--- config.mk ---
export PLATFORM = sky130hd
export DESIGN_NAME = abu_dev_flat
export DESIGN_NICKNAME = d
export VERILOG_FILES = /design/src/design/abu_pkg.sv /design/src/design/abu_link_if.sv /design/src/design/abu_cmp.sv /design/src/design/abu_dev.sv /design/src/flat_wrapper.sv
export SDC_FILE = /design/constraint.sdc
export NUM_CORES = 1
export LEC_CHECK = 0
export ABC_CLOCK_PERIOD_IN_PS = 1300
export BUFFER_PORTS_ARGS = -buffer_cell sky130_fd_sc_hd__buf_2
export CORE_ASPECT_RATIO = 1.5
export CORE_UTILIZATION = 30
export CTS_BUF_LIST = sky130_fd_sc_hd__clkbuf_4
export DETAILED_ROUTE_END_ITERATION = 10
export PLACE_DENSITY = 0.65
export SKIP_LAST_GASP = 1
export SLEW_MARGIN = 30
export SYNTH_ARGS = -nofsm -noshare
export SYNTH_HDL_FRONTEND = slang
export SYNTH_SLANG_ARGS = --single-unit
--- constraint.sdc ---
create_clock -name clk_i -period 1.3 [get_ports clk_i]
set_input_delay 0.13 -clock clk_i [delete_from_list [all_inputs] [get_ports clk_i]]
set_output_delay 0.13 -clock clk_i [all_outputs]
set_load 0.01 [all_outputs]
--- src/design/abu_pkg.sv ---
package abu_pkg;
  // Register indices on the core side, word addressed over Wishbone
  localparam logic [2:0] REG_CTRL_STAT = 3'h0;
  localparam logic [2:0] REG_ADDR_HIGH = 3'h1;
  localparam logic [2:0] REG_ADDR_LOW  = 3'h2;
  localparam logic [2:0] REG_LP_EXIT   = 3'h3;
  localparam logic [2:0] REG_FLAG_CLR  = 3'h4;
  localparam logic [2:0] REG_CORE_CTL  = 3'h5;
  localparam int         ADDR_LSB      = 2;
  localparam int         ADDR_W        = 16;

  // Field positions
  localparam int BIT_BRK_ENABLE = 7;
  localparam int BIT_BRK_ACTIVE = 6;
  localparam int BIT_SW_EXIT    = 1;
  localparam int BIT_CLR_ENABLE = 0;
  // Core control register bits (low-power modes, test level and last cycle)
  localparam int BIT_CORE_STOP  = 0;
  localparam int BIT_CORE_WAIT  = 1;
  localparam int BIT_CORE_TEST  = 2;
  localparam int BIT_CORE_LAST  = 3;

  localparam logic [7:0]  BYTE_ZERO  = 8'h00;
  localparam logic [15:0] VEC_NORMAL = 16'hFFFC;
  localparam logic [15:0] VEC_MONIT  = 16'hFEFC;

  typedef enum logic [1:0] {
    ABU_RUN   = 2'b00,
    ABU_PEND  = 2'b01,
    ABU_BREAK = 2'b11
  } abu_state_t;
endpackage : abu_pkg

--- src/design/abu_link_if.sv ---
interface abu_link_if;
  logic [15:0] cpu_addr;
  logic        addr_valid;
  logic        instr_last;
  logic        in_stop;
  logic        in_wait;
  logic        rti_done;
  logic        test_level;
  logic        sw_break_req;
  logic        brk_clear;
  logic        brk_req;
  logic        brk_state;
  logic        lp_exit;
  logic        watchdog_hold;
  logic        flag_clear_ok;
  logic        reg_we;
  logic [2:0]  reg_idx;
  logic [7:0]  reg_wdata;
  logic [7:0]  reg_rdata;
  modport dev  (input  cpu_addr, addr_valid, instr_last, in_stop, in_wait, rti_done,
                test_level, sw_break_req, brk_clear, reg_we, reg_idx, reg_wdata,
                output brk_req, brk_state, lp_exit, watchdog_hold, flag_clear_ok, reg_rdata);
  modport core (output cpu_addr, addr_valid, instr_last, in_stop, in_wait, rti_done,
                test_level, sw_break_req, brk_clear, reg_we, reg_idx, reg_wdata,
                input  brk_req, brk_state, lp_exit, watchdog_hold, flag_clear_ok, reg_rdata);
endinterface : abu_link_if

--- src/design/abu_cmp.sv ---
module abu_cmp #(
  parameter int W = 16
) (
  input  wire logic         en_i,
  input  wire logic         valid_i,
  input  wire logic [W-1:0] addr_i,
  input  wire logic [W-1:0] ref_i,
  output logic              hit_o
);
  assign hit_o = en_i && valid_i && (addr_i == ref_i); // RQ18
endmodule : abu_cmp

--- src/design/abu_dev.sv ---
// How it works
// RQ1: Watchdog held off in break with test level
// RQ2: Comparator stays active during wait mode
// RQ3: Break in stop exits stop, sets exit flag
// RQ4: Enable bit 7 permits breaks on match
// RQ5: Enable cleared by writing zero, or reset
// RQ6: Active flag set on address match
// RQ7: Writing one to active flag forces break
// RQ8: Software clears active flag before return
// RQ9: Address bytes held, cleared on reset
// RQ10: Exit flag shows break ended low power
// RQ11: Exit flag cleared by zero write, reset
// RQ12: Software decrements return address when flagged
// RQ13: Clear enable one allows flag clearing
// RQ14: Clear enable zero blocks flag clearing (code blocks it only in break state)
// RQ15: Match asserts breakpoint signal to core
// RQ16: Match on last cycle breaks immediately
// RQ17: Return from interrupt ends break state
// RQ18: Match needs enable and full address equality
module abu_dev #(
  parameter int AW = abu_pkg::ADDR_W
) (
  input  wire logic       clk_i,
  input  wire logic       rst_i,
  abu_link_if.dev         lnk,
  output logic            break_o,
  output logic            in_break_o
);
  import abu_pkg::*;

  typedef struct packed {
    abu_state_t  st;
    logic        enable;
    logic        active;
    logic [7:0]  addr_hi;
    logic [7:0]  addr_lo;
    logic        sw_exit;
    logic        clr_en;
    logic        lp_pending;
  } abu_dev_t;

  abu_dev_t cur_ff;
  abu_dev_t nxt_ff;
  logic     hit;
  logic [7:0] rdata;

  // Comparator runs in every mode, wait and stop included
  abu_cmp #(.W(AW)) u_cmp (
    .en_i    (cur_ff.enable),
    .valid_i (lnk.addr_valid),
    .addr_i  (lnk.cpu_addr),
    .ref_i   ({cur_ff.addr_hi, cur_ff.addr_lo}),
    .hit_o   (hit)
  ); // RQ2 RQ4 RQ18

  always_comb begin
    nxt_ff = cur_ff;
    // Active flag is handled through the set and clear strobes below
    if (lnk.reg_we) begin
      case (lnk.reg_idx)
        REG_CTRL_STAT: nxt_ff.enable = lnk.reg_wdata[BIT_BRK_ENABLE]; // RQ4 RQ5
        REG_ADDR_HIGH: nxt_ff.addr_hi = lnk.reg_wdata; // RQ9
        REG_ADDR_LOW:  nxt_ff.addr_lo = lnk.reg_wdata; // RQ9
        REG_LP_EXIT: begin
          if (!lnk.reg_wdata[BIT_SW_EXIT]) begin
            nxt_ff.sw_exit = 1'b0; // RQ11
          end
        end
        REG_FLAG_CLR:  nxt_ff.clr_en = lnk.reg_wdata[BIT_CLR_ENABLE]; // RQ13 RQ14
        default:       nxt_ff.clr_en = cur_ff.clr_en;
      endcase
    end
    if (hit) begin
      nxt_ff.active = 1'b1; // RQ6
    end
    // Writes go through the core's register path
    if (lnk.sw_break_req) begin
      nxt_ff.active = 1'b1; // RQ7
    end
    unique case (cur_ff.st)
      ABU_RUN: begin
        if (hit || lnk.sw_break_req) begin
          nxt_ff.lp_pending = lnk.in_stop || lnk.in_wait;
          nxt_ff.st = (lnk.instr_last || lnk.in_stop || lnk.in_wait) ? ABU_BREAK : ABU_PEND; // RQ16 RQ3
        end
      end
      ABU_PEND: begin
        // A core that went to sleep meanwhile is woken at once
        if (lnk.instr_last || lnk.in_stop || lnk.in_wait) begin
          nxt_ff.lp_pending = lnk.in_stop || lnk.in_wait;
          nxt_ff.st = ABU_BREAK; // RQ16 RQ3
        end
      end
      ABU_BREAK: begin
        if (lnk.rti_done) begin
          nxt_ff.st = ABU_RUN; // RQ17
        end
      end
      default: nxt_ff.st = ABU_RUN;
    endcase
    if (cur_ff.st != ABU_BREAK && nxt_ff.st == ABU_BREAK && nxt_ff.lp_pending) begin
      nxt_ff.sw_exit = 1'b1; // RQ3 RQ10
      nxt_ff.lp_pending = 1'b0;
    end
    // Set beats a same-cycle clear
    if (lnk.brk_clear && !(hit || lnk.sw_break_req)) begin
      nxt_ff.active = 1'b0; // RQ8
    end
    if (rst_i) begin
      nxt_ff = '0; // RQ5 RQ9 RQ11
      nxt_ff.st = ABU_RUN;
    end
  end

  always_ff @(posedge clk_i) begin
    cur_ff <= nxt_ff;
  end

  assign lnk.brk_req       = (cur_ff.st == ABU_BREAK) && !rst_i; // RQ15
  assign lnk.brk_state     = (cur_ff.st == ABU_BREAK);
  assign lnk.lp_exit       = cur_ff.sw_exit;
  assign lnk.watchdog_hold = (cur_ff.st == ABU_BREAK) && lnk.test_level; // RQ1
  assign lnk.flag_clear_ok = (cur_ff.st != ABU_BREAK) || cur_ff.clr_en; // RQ13 RQ14
  assign break_o           = cur_ff.active;
  assign in_break_o        = (cur_ff.st == ABU_BREAK);

  // Unused bits read as zero
  always_comb begin
    rdata = BYTE_ZERO;
    case (lnk.reg_idx)
      REG_CTRL_STAT: begin
        rdata[BIT_BRK_ENABLE] = cur_ff.enable; // RQ4
        rdata[BIT_BRK_ACTIVE] = cur_ff.active; // RQ6
      end
      REG_ADDR_HIGH: rdata = cur_ff.addr_hi; // RQ9
      REG_ADDR_LOW:  rdata = cur_ff.addr_lo; // RQ9
      REG_LP_EXIT:   rdata[BIT_SW_EXIT] = cur_ff.sw_exit; // RQ10
      REG_FLAG_CLR:  rdata[BIT_CLR_ENABLE] = cur_ff.clr_en;
      default:       rdata = BYTE_ZERO;
    endcase
  end

  assign lnk.reg_rdata = rdata;
endmodule : abu_dev


--- src/flat_wrapper.sv ---
// flat-port wrapper written by rule: the top's interface ports become plain ports
module abu_dev_flat import abu_pkg::*;
#(
  parameter int AW = abu_pkg::ADDR_W
)
  (clk_i, rst_i, break_o, in_break_o, lnk_cpu_addr, lnk_addr_valid, lnk_instr_last, lnk_in_stop, lnk_in_wait, lnk_rti_done, lnk_test_level, lnk_sw_break_req, lnk_brk_clear, lnk_reg_we, lnk_reg_idx, lnk_reg_wdata, lnk_brk_req, lnk_brk_state, lnk_lp_exit, lnk_watchdog_hold, lnk_flag_clear_ok, lnk_reg_rdata);
  abu_link_if lnk_i ();
  input  wire logic clk_i;
  input  wire logic rst_i;
  output logic break_o;
  output logic in_break_o;
  input wire logic [$bits(lnk_i.cpu_addr)-1:0] lnk_cpu_addr;
  input wire logic [$bits(lnk_i.addr_valid)-1:0] lnk_addr_valid;
  input wire logic [$bits(lnk_i.instr_last)-1:0] lnk_instr_last;
  input wire logic [$bits(lnk_i.in_stop)-1:0] lnk_in_stop;
  input wire logic [$bits(lnk_i.in_wait)-1:0] lnk_in_wait;
  input wire logic [$bits(lnk_i.rti_done)-1:0] lnk_rti_done;
  input wire logic [$bits(lnk_i.test_level)-1:0] lnk_test_level;
  input wire logic [$bits(lnk_i.sw_break_req)-1:0] lnk_sw_break_req;
  input wire logic [$bits(lnk_i.brk_clear)-1:0] lnk_brk_clear;
  input wire logic [$bits(lnk_i.reg_we)-1:0] lnk_reg_we;
  input wire logic [$bits(lnk_i.reg_idx)-1:0] lnk_reg_idx;
  input wire logic [$bits(lnk_i.reg_wdata)-1:0] lnk_reg_wdata;
  output wire logic [$bits(lnk_i.brk_req)-1:0] lnk_brk_req;
  output wire logic [$bits(lnk_i.brk_state)-1:0] lnk_brk_state;
  output wire logic [$bits(lnk_i.lp_exit)-1:0] lnk_lp_exit;
  output wire logic [$bits(lnk_i.watchdog_hold)-1:0] lnk_watchdog_hold;
  output wire logic [$bits(lnk_i.flag_clear_ok)-1:0] lnk_flag_clear_ok;
  output wire logic [$bits(lnk_i.reg_rdata)-1:0] lnk_reg_rdata;
  assign lnk_i.cpu_addr = lnk_cpu_addr;
  assign lnk_i.addr_valid = lnk_addr_valid;
  assign lnk_i.instr_last = lnk_instr_last;
  assign lnk_i.in_stop = lnk_in_stop;
  assign lnk_i.in_wait = lnk_in_wait;
  assign lnk_i.rti_done = lnk_rti_done;
  assign lnk_i.test_level = lnk_test_level;
  assign lnk_i.sw_break_req = lnk_sw_break_req;
  assign lnk_i.brk_clear = lnk_brk_clear;
  assign lnk_i.reg_we = lnk_reg_we;
  assign lnk_i.reg_idx = lnk_reg_idx;
  assign lnk_i.reg_wdata = lnk_reg_wdata;
  assign lnk_brk_req = lnk_i.brk_req;
  assign lnk_brk_state = lnk_i.brk_state;
  assign lnk_lp_exit = lnk_i.lp_exit;
  assign lnk_watchdog_hold = lnk_i.watchdog_hold;
  assign lnk_flag_clear_ok = lnk_i.flag_clear_ok;
  assign lnk_reg_rdata = lnk_i.reg_rdata;
  abu_dev #(.AW(AW)) u_core (.clk_i(clk_i), .rst_i(rst_i), .lnk(lnk_i), .break_o(break_o), .in_break_o(in_break_o));
endmodule
After elaboration in Yosys (flattened, before gate mapping)
Index checks and enable logic that the tools add are counted.
- equality and inequality tests: 10
- multiplexer cells: 19
- reduce and logical (&&, ||, !) cells: 26
- operators by type and width (operator ; count):
    16-bit equality test ; 1
    2-bit case mux with 3 select lines ; 2
    2-bit 2-to-1 mux ; 5
    1-bit 2-to-1 mux ; 8
    4-bit case mux with 2 select lines ; 1
    2-bit AND reduction ; 4
    1-bit logical AND ; 7
    3-bit by 2-bit equality test with 1-bit output (second input constant) ; 2
    1-bit case mux with 3 select lines ; 2
    2-bit nonzero test ; 3
    1-bit logical OR ; 5
    2-bit equality test (second input constant) ; 2
    2-bit OR reduction ; 2
    3-bit by 1-bit equality test with 1-bit output (second input constant) ; 1
    3-bit equality test (second input constant) ; 1
    3-bit logical NOT ; 1
    3-bit AND reduction ; 1
    2-bit by 1-bit equality test with 1-bit output (second input constant) ; 1
    1-bit logical NOT ; 2
    2-bit logical NOT ; 1
    2-bit by 1-bit != test with 1-bit output (second input constant) ; 1
    2-bit != test (second input constant) ; 1
    1-bit case mux with 2 select lines ; 1
- bits in registers: 23
- bits of input ports: 38
- output and inout port bits: 15

Logic depth before layout (Yosys ltp)
- word-level depth: 10
- depth in mapped cells: 7

Cells and area by module
From an unflattened synthesis, not the netlist that was laid out.
- cells, all modules: 138
- area total of the unflattened synthesis: 1258.7 um^2
- by module, submodules not included (module ; times used ; cells an instance ; area each (um^2) ; sequential area each (um^2)):
    abu_dev ; 1 ; 116 ; 1074.8 ; 440.4
    abu_cmp ; 1 ; 22 ; 183.9 ; 0.0

Worst setup path before layout
Ideal clock, no wire load.
- path type: register -> register
- start: register u_core.cur_ff[13] (netlist bit)
- end: register u_core.cur_ff[22] (netlist bit)
- library setup time: 0.079 ns
- data arrival time: 1.263 ns
- required time: 1.221 ns
- setup slack: -0.042 ns
- cell stages (with the launch flop): 6
- clock period less this slack: 1.342 ns
- cells stage by stage: dfxtp_1 xnor2_1 nand4_1 nor4_2 a41oi_2 a211oi_2
- longest elaborated chain between the ends: 5
- RTL lines (what ; line ; text):
    from (decl) ; abu_dev.sv:42 ; abu_dev_t cur_ff;
    from (signal assigned) ; abu_dev.sv:116 ; cur_ff <= nxt_ff;
    16-bit equality test ; abu_cmp.sv:10 ; assign hit_o = en_i && valid_i && (addr_i == ref_i);
    1-bit logical AND ; abu_cmp.sv:10 ;
    1-bit logical OR ; abu_dev.sv:82 ; if (hit || lnk.sw_break_req) begin
    2-bit 2-to-1 mux ; abu_dev.sv:82 ;
    2-bit case mux with 3 select lines ; abu_dev.sv:80 ; unique case (cur_ff.st)
No other way between the ends.
A chain may end at the register's enable or synchronous reset.

Worst setup path in the final report
- start: register u_core.cur_ff[13] (netlist bit)
- end: register u_core.cur_ff[21] (netlist bit)
Same word-level chain as after synthesis.

==> flow_summary.yaml <==
outcome:
  outcome: "finished with violations"
  failed_checks: "setup timing"
setup_path:
  startpoint_type: "flop"
  r2r_cells: 5
  path_class: "flop to flop"
  cp_slowest_stage_delay_ns: 0.37
  critPathRequiredTime_ns: 1.54
  worst-path-stages: 5
  crit_path_end_kind: "flop"
  crit_buf_inv: 0
  cp_max_fo: 4
  cp.arrival_ns: 1.79
  crit_path_cell_trace: "xnor2_2 -> nand4_1 -> nor4_2 -> a41oi_2 -> o31ai_1"
  slowest_stage: "dfxtp_2"
  cp_top_family: "simple AND/OR/NAND/NOR gates"
clock_tree:
  postCtsHoldBufs: 0
  clkLatencyLatePin_ns: 0.31
  cts-buffers-inserted: 3
  clockBufferDepth: 2
  root_buffer: "clkbuf_4"
  cts_tree: "done"
  cts.sinks: 22
  h-tree-depth: 1
  clkTransAtPathRegs_ns: 0.12
power_and_ir_drop:
  ir_drop_v: 0.0004518
  p_per_area_nw_per_um2: 755.3
  p_total_mw: 1.337
  p_leak_nw: 0.7496
cells_and_area:
  n_antenna_cell: 0
  fin_nets: 268
  fillers: 444
  layout.cells.non_filler: 274
  fin_area_sq_um: 1770
  syn_to_final_growth_pct: 45.88
  fin_util: 0.4512
  layout-drive-gt1-share: 0.4629
synthesis:
  synth_top_family_by_area: "simple AND/OR/NAND/NOR gates"
  synthesis.area_sq_um: 1214
  synth_cells: 161
  yosysWarnings: 0
  synthMuxAreaShare: 0.03402
  synth_xor_area_frac: 0.1155
  ys_ff_latch: 22
  synth_compound_area_frac: 0.1742
  synth-simple-area-share: 0.2660
  syn-mean-instance-area_sq_um: 7.538
  syn_nets: 199
  ys_types: 27
  seq_area_frac_synth: 0.3629
  synth_fa_ha_area_frac: 0
sta:
  setup_viol: 6
  worstMarginPinSlew_ns: 0.3312
  skew_ns: 0.002515
  fin_crit_sh: 1.193
  final_max_slew_viol_count: 0
  whs_ns: 0.04482
  fin_ws_ns: -0.2515
  timing_hold_violations_final: 0
  rsz0062_at_grt: "yes"
  fmax_ghz: 0.6445
  tns_ns: -1.077
  fin_crit_ns: 1.552
  relSlewSlack: 0.7787
min_path:
  min_path_type: "input pin to flop"
  hold_depth: 3
placement:
  post-place-ws_ns: -0.2223
  gp_congestion: 0.8538
  portBuffers: 52
  placedInstanceArea_sq_um: 1649
  dp_hpwl_microns: 2598
  dp_cells: 270
die:
  dieWidth_microns: 53.93
  num_io_pins: 53
  initial_core_util: 0.3093
  die_h_microns: 79.90
  row_count: 28
  coreArea_sq_um: 3924
  die_area_sq_um: 4309
grt:
  grt_pass1_vias: 1263
  grt_max_degree: 23
  antenna_found_initial: 0
  grt_pass1_wl_microns: 5464
  grt_overflow: 0
  grt.total_usage: 0.1741
routing:
  drt_iter0_markers: 22
  wirelength_microns: 3392
  first_pass_iters: 4
  ant_nets: 0
  vias: 1321
  routedWlPerCell_microns: 12.38
  avgViaCountPerCell: 4.821
  drcViolationCount: 0
job:
  cap_violations: 0
-- Yosys cell counts (all sizes together) --
cell | instances | share of area
a211oi | 1 | 0.010
a21oi | 20 | 0.082
a22oi | 6 | 0.037
a31oi | 1 | 0.0052
a41oi | 1 | 0.013
and2 | 4 | 0.021
and3 | 1 | 0.0052
buf | 5 | 0.023
clkbuf | 5 | 0.015
dfxtp | 22 | 0.36
inv | 3 | 0.0093
mux2 | 1 | 0.0093
mux2i | 3 | 0.025
nand2 | 37 | 0.11
nand2b | 2 | 0.010
nand3 | 6 | 0.025
nand4 | 3 | 0.015
nor2 | 13 | 0.040
nor2b | 3 | 0.015
nor3 | 1 | 0.0041
nor4 | 1 | 0.010
o21ai | 3 | 0.012
o221ai | 1 | 0.0072
o31ai | 1 | 0.0062
or2 | 1 | 0.0052
xnor2 | 16 | 0.12
-- logic make-up after synthesis --
| kind of cell | after synthesis |
|---|---|
| DFF | 22 |
| AOI/OAI and AO/OA | 34 |
| buffers and inverters | 13 |
| and+or+nand+nor | 72 |
| xor gates and xnor gates | 16 |
| muxes | 4 |
-- metal layers --
metal | track usage | routed length, microns | part of all wire | up-vias
met5 | 0 | 0 | 0 | -
met4 | 0.09737 | 120 | 0.035 | 0
met3 | 0.01143 | 172 | 0.051 | 9
met2 | 0.3012 | 1738 | 0.51 | 43
met1 | 0.2007 | 1361 | 0.40 | 590
li1 | - | - | - | 679
-- path summary, 6_finish.rpt --
check                                  from                              to  slack, ns
max          u_core.cur_ff[13]$_SDFFE_PP0P_    u_core.cur_ff[21]$_SDFF_PP0_      -0.25
min                        lnk_reg_wdata[5]  u_core.cur_ff[16]$_SDFFE_PP0P_       0.04
max reg2reg  u_core.cur_ff[13]$_SDFFE_PP0P_    u_core.cur_ff[21]$_SDFF_PP0_      -0.25
min reg2reg  u_core.cur_ff[17]$_SDFFE_PP0P_  u_core.cur_ff[17]$_SDFFE_PP0P_       0.49
-- state kept, by name, summed over array words and instances (netlist names) --
register and count:
u_core.cur_ff 20, u_core.break_o 1, u_core.lnk.lp_exit 1
-- worst reg2reg max path, cell delays in order, from the launching register on --
cell and delay, ns:
dfxtp_2 0.37, xnor2_2 0.11, nand4_1 0.14, nor4_2 0.37
a41oi_2 0.22, o31ai_1 0.26
-- placed cells by master, fill, tap and decap left out, types with 2 or more instances in the layout --
cell type,instances
nand2_1,37
inv_1,3
nand3_1,6
dfxtp_2,13
mux2i_1,3
nor2b_1,3
nand4_1,3
buf_4,19
buf_6,3
nand2b_1,2
dfxtp_1,9
o21ai_0,2
and2_1,4
buf_2,52
a22oi_2,6
xnor2_2,5
nor2_1,13
xnor2_1,11
clkbuf_4,3
a21oi_1,20
-- power breakdown --
group | leakage, nW | internal [mW] | switching, mW
sequential | 0.185 | 0.701 | 0.0235
combinational | 0.549 | 0.147 | 0.145
clock | 0.0154 | 0.112 | 0.208
total | 0.750 | 0.961 | 0.377
-- timing repair --
| item | in CTS | in global routing |
|---|---|---|
| endpoints found under the setup margin | 9 | 13 |
| setup buffers | 1 | 1 |
| gates resized for setup | 12 | 17 |
| pin swaps | 11 | 18 |
| cloned | 0 | 0 |
-- final cells by class --
| cell class | count | area, sq um | area share |
|---|---|---|---|
| well taps | 45 | 56.30 | 0.03180 |
| multi-input cells | 126 | 783.3 | 0.4424 |
| inverters | 3 | 11.26 | 0.006360 |
| clock buffers | 3 | 22.52 | 0.01272 |
| flip-flops and latches | 22 | 456.7 | 0.2580 |
| repair buffers | 74 | 436.7 | 0.2466 |
| clock inverters | 1 | 3.754 | 0.002120 |
(Power assumes the default switching activity.)
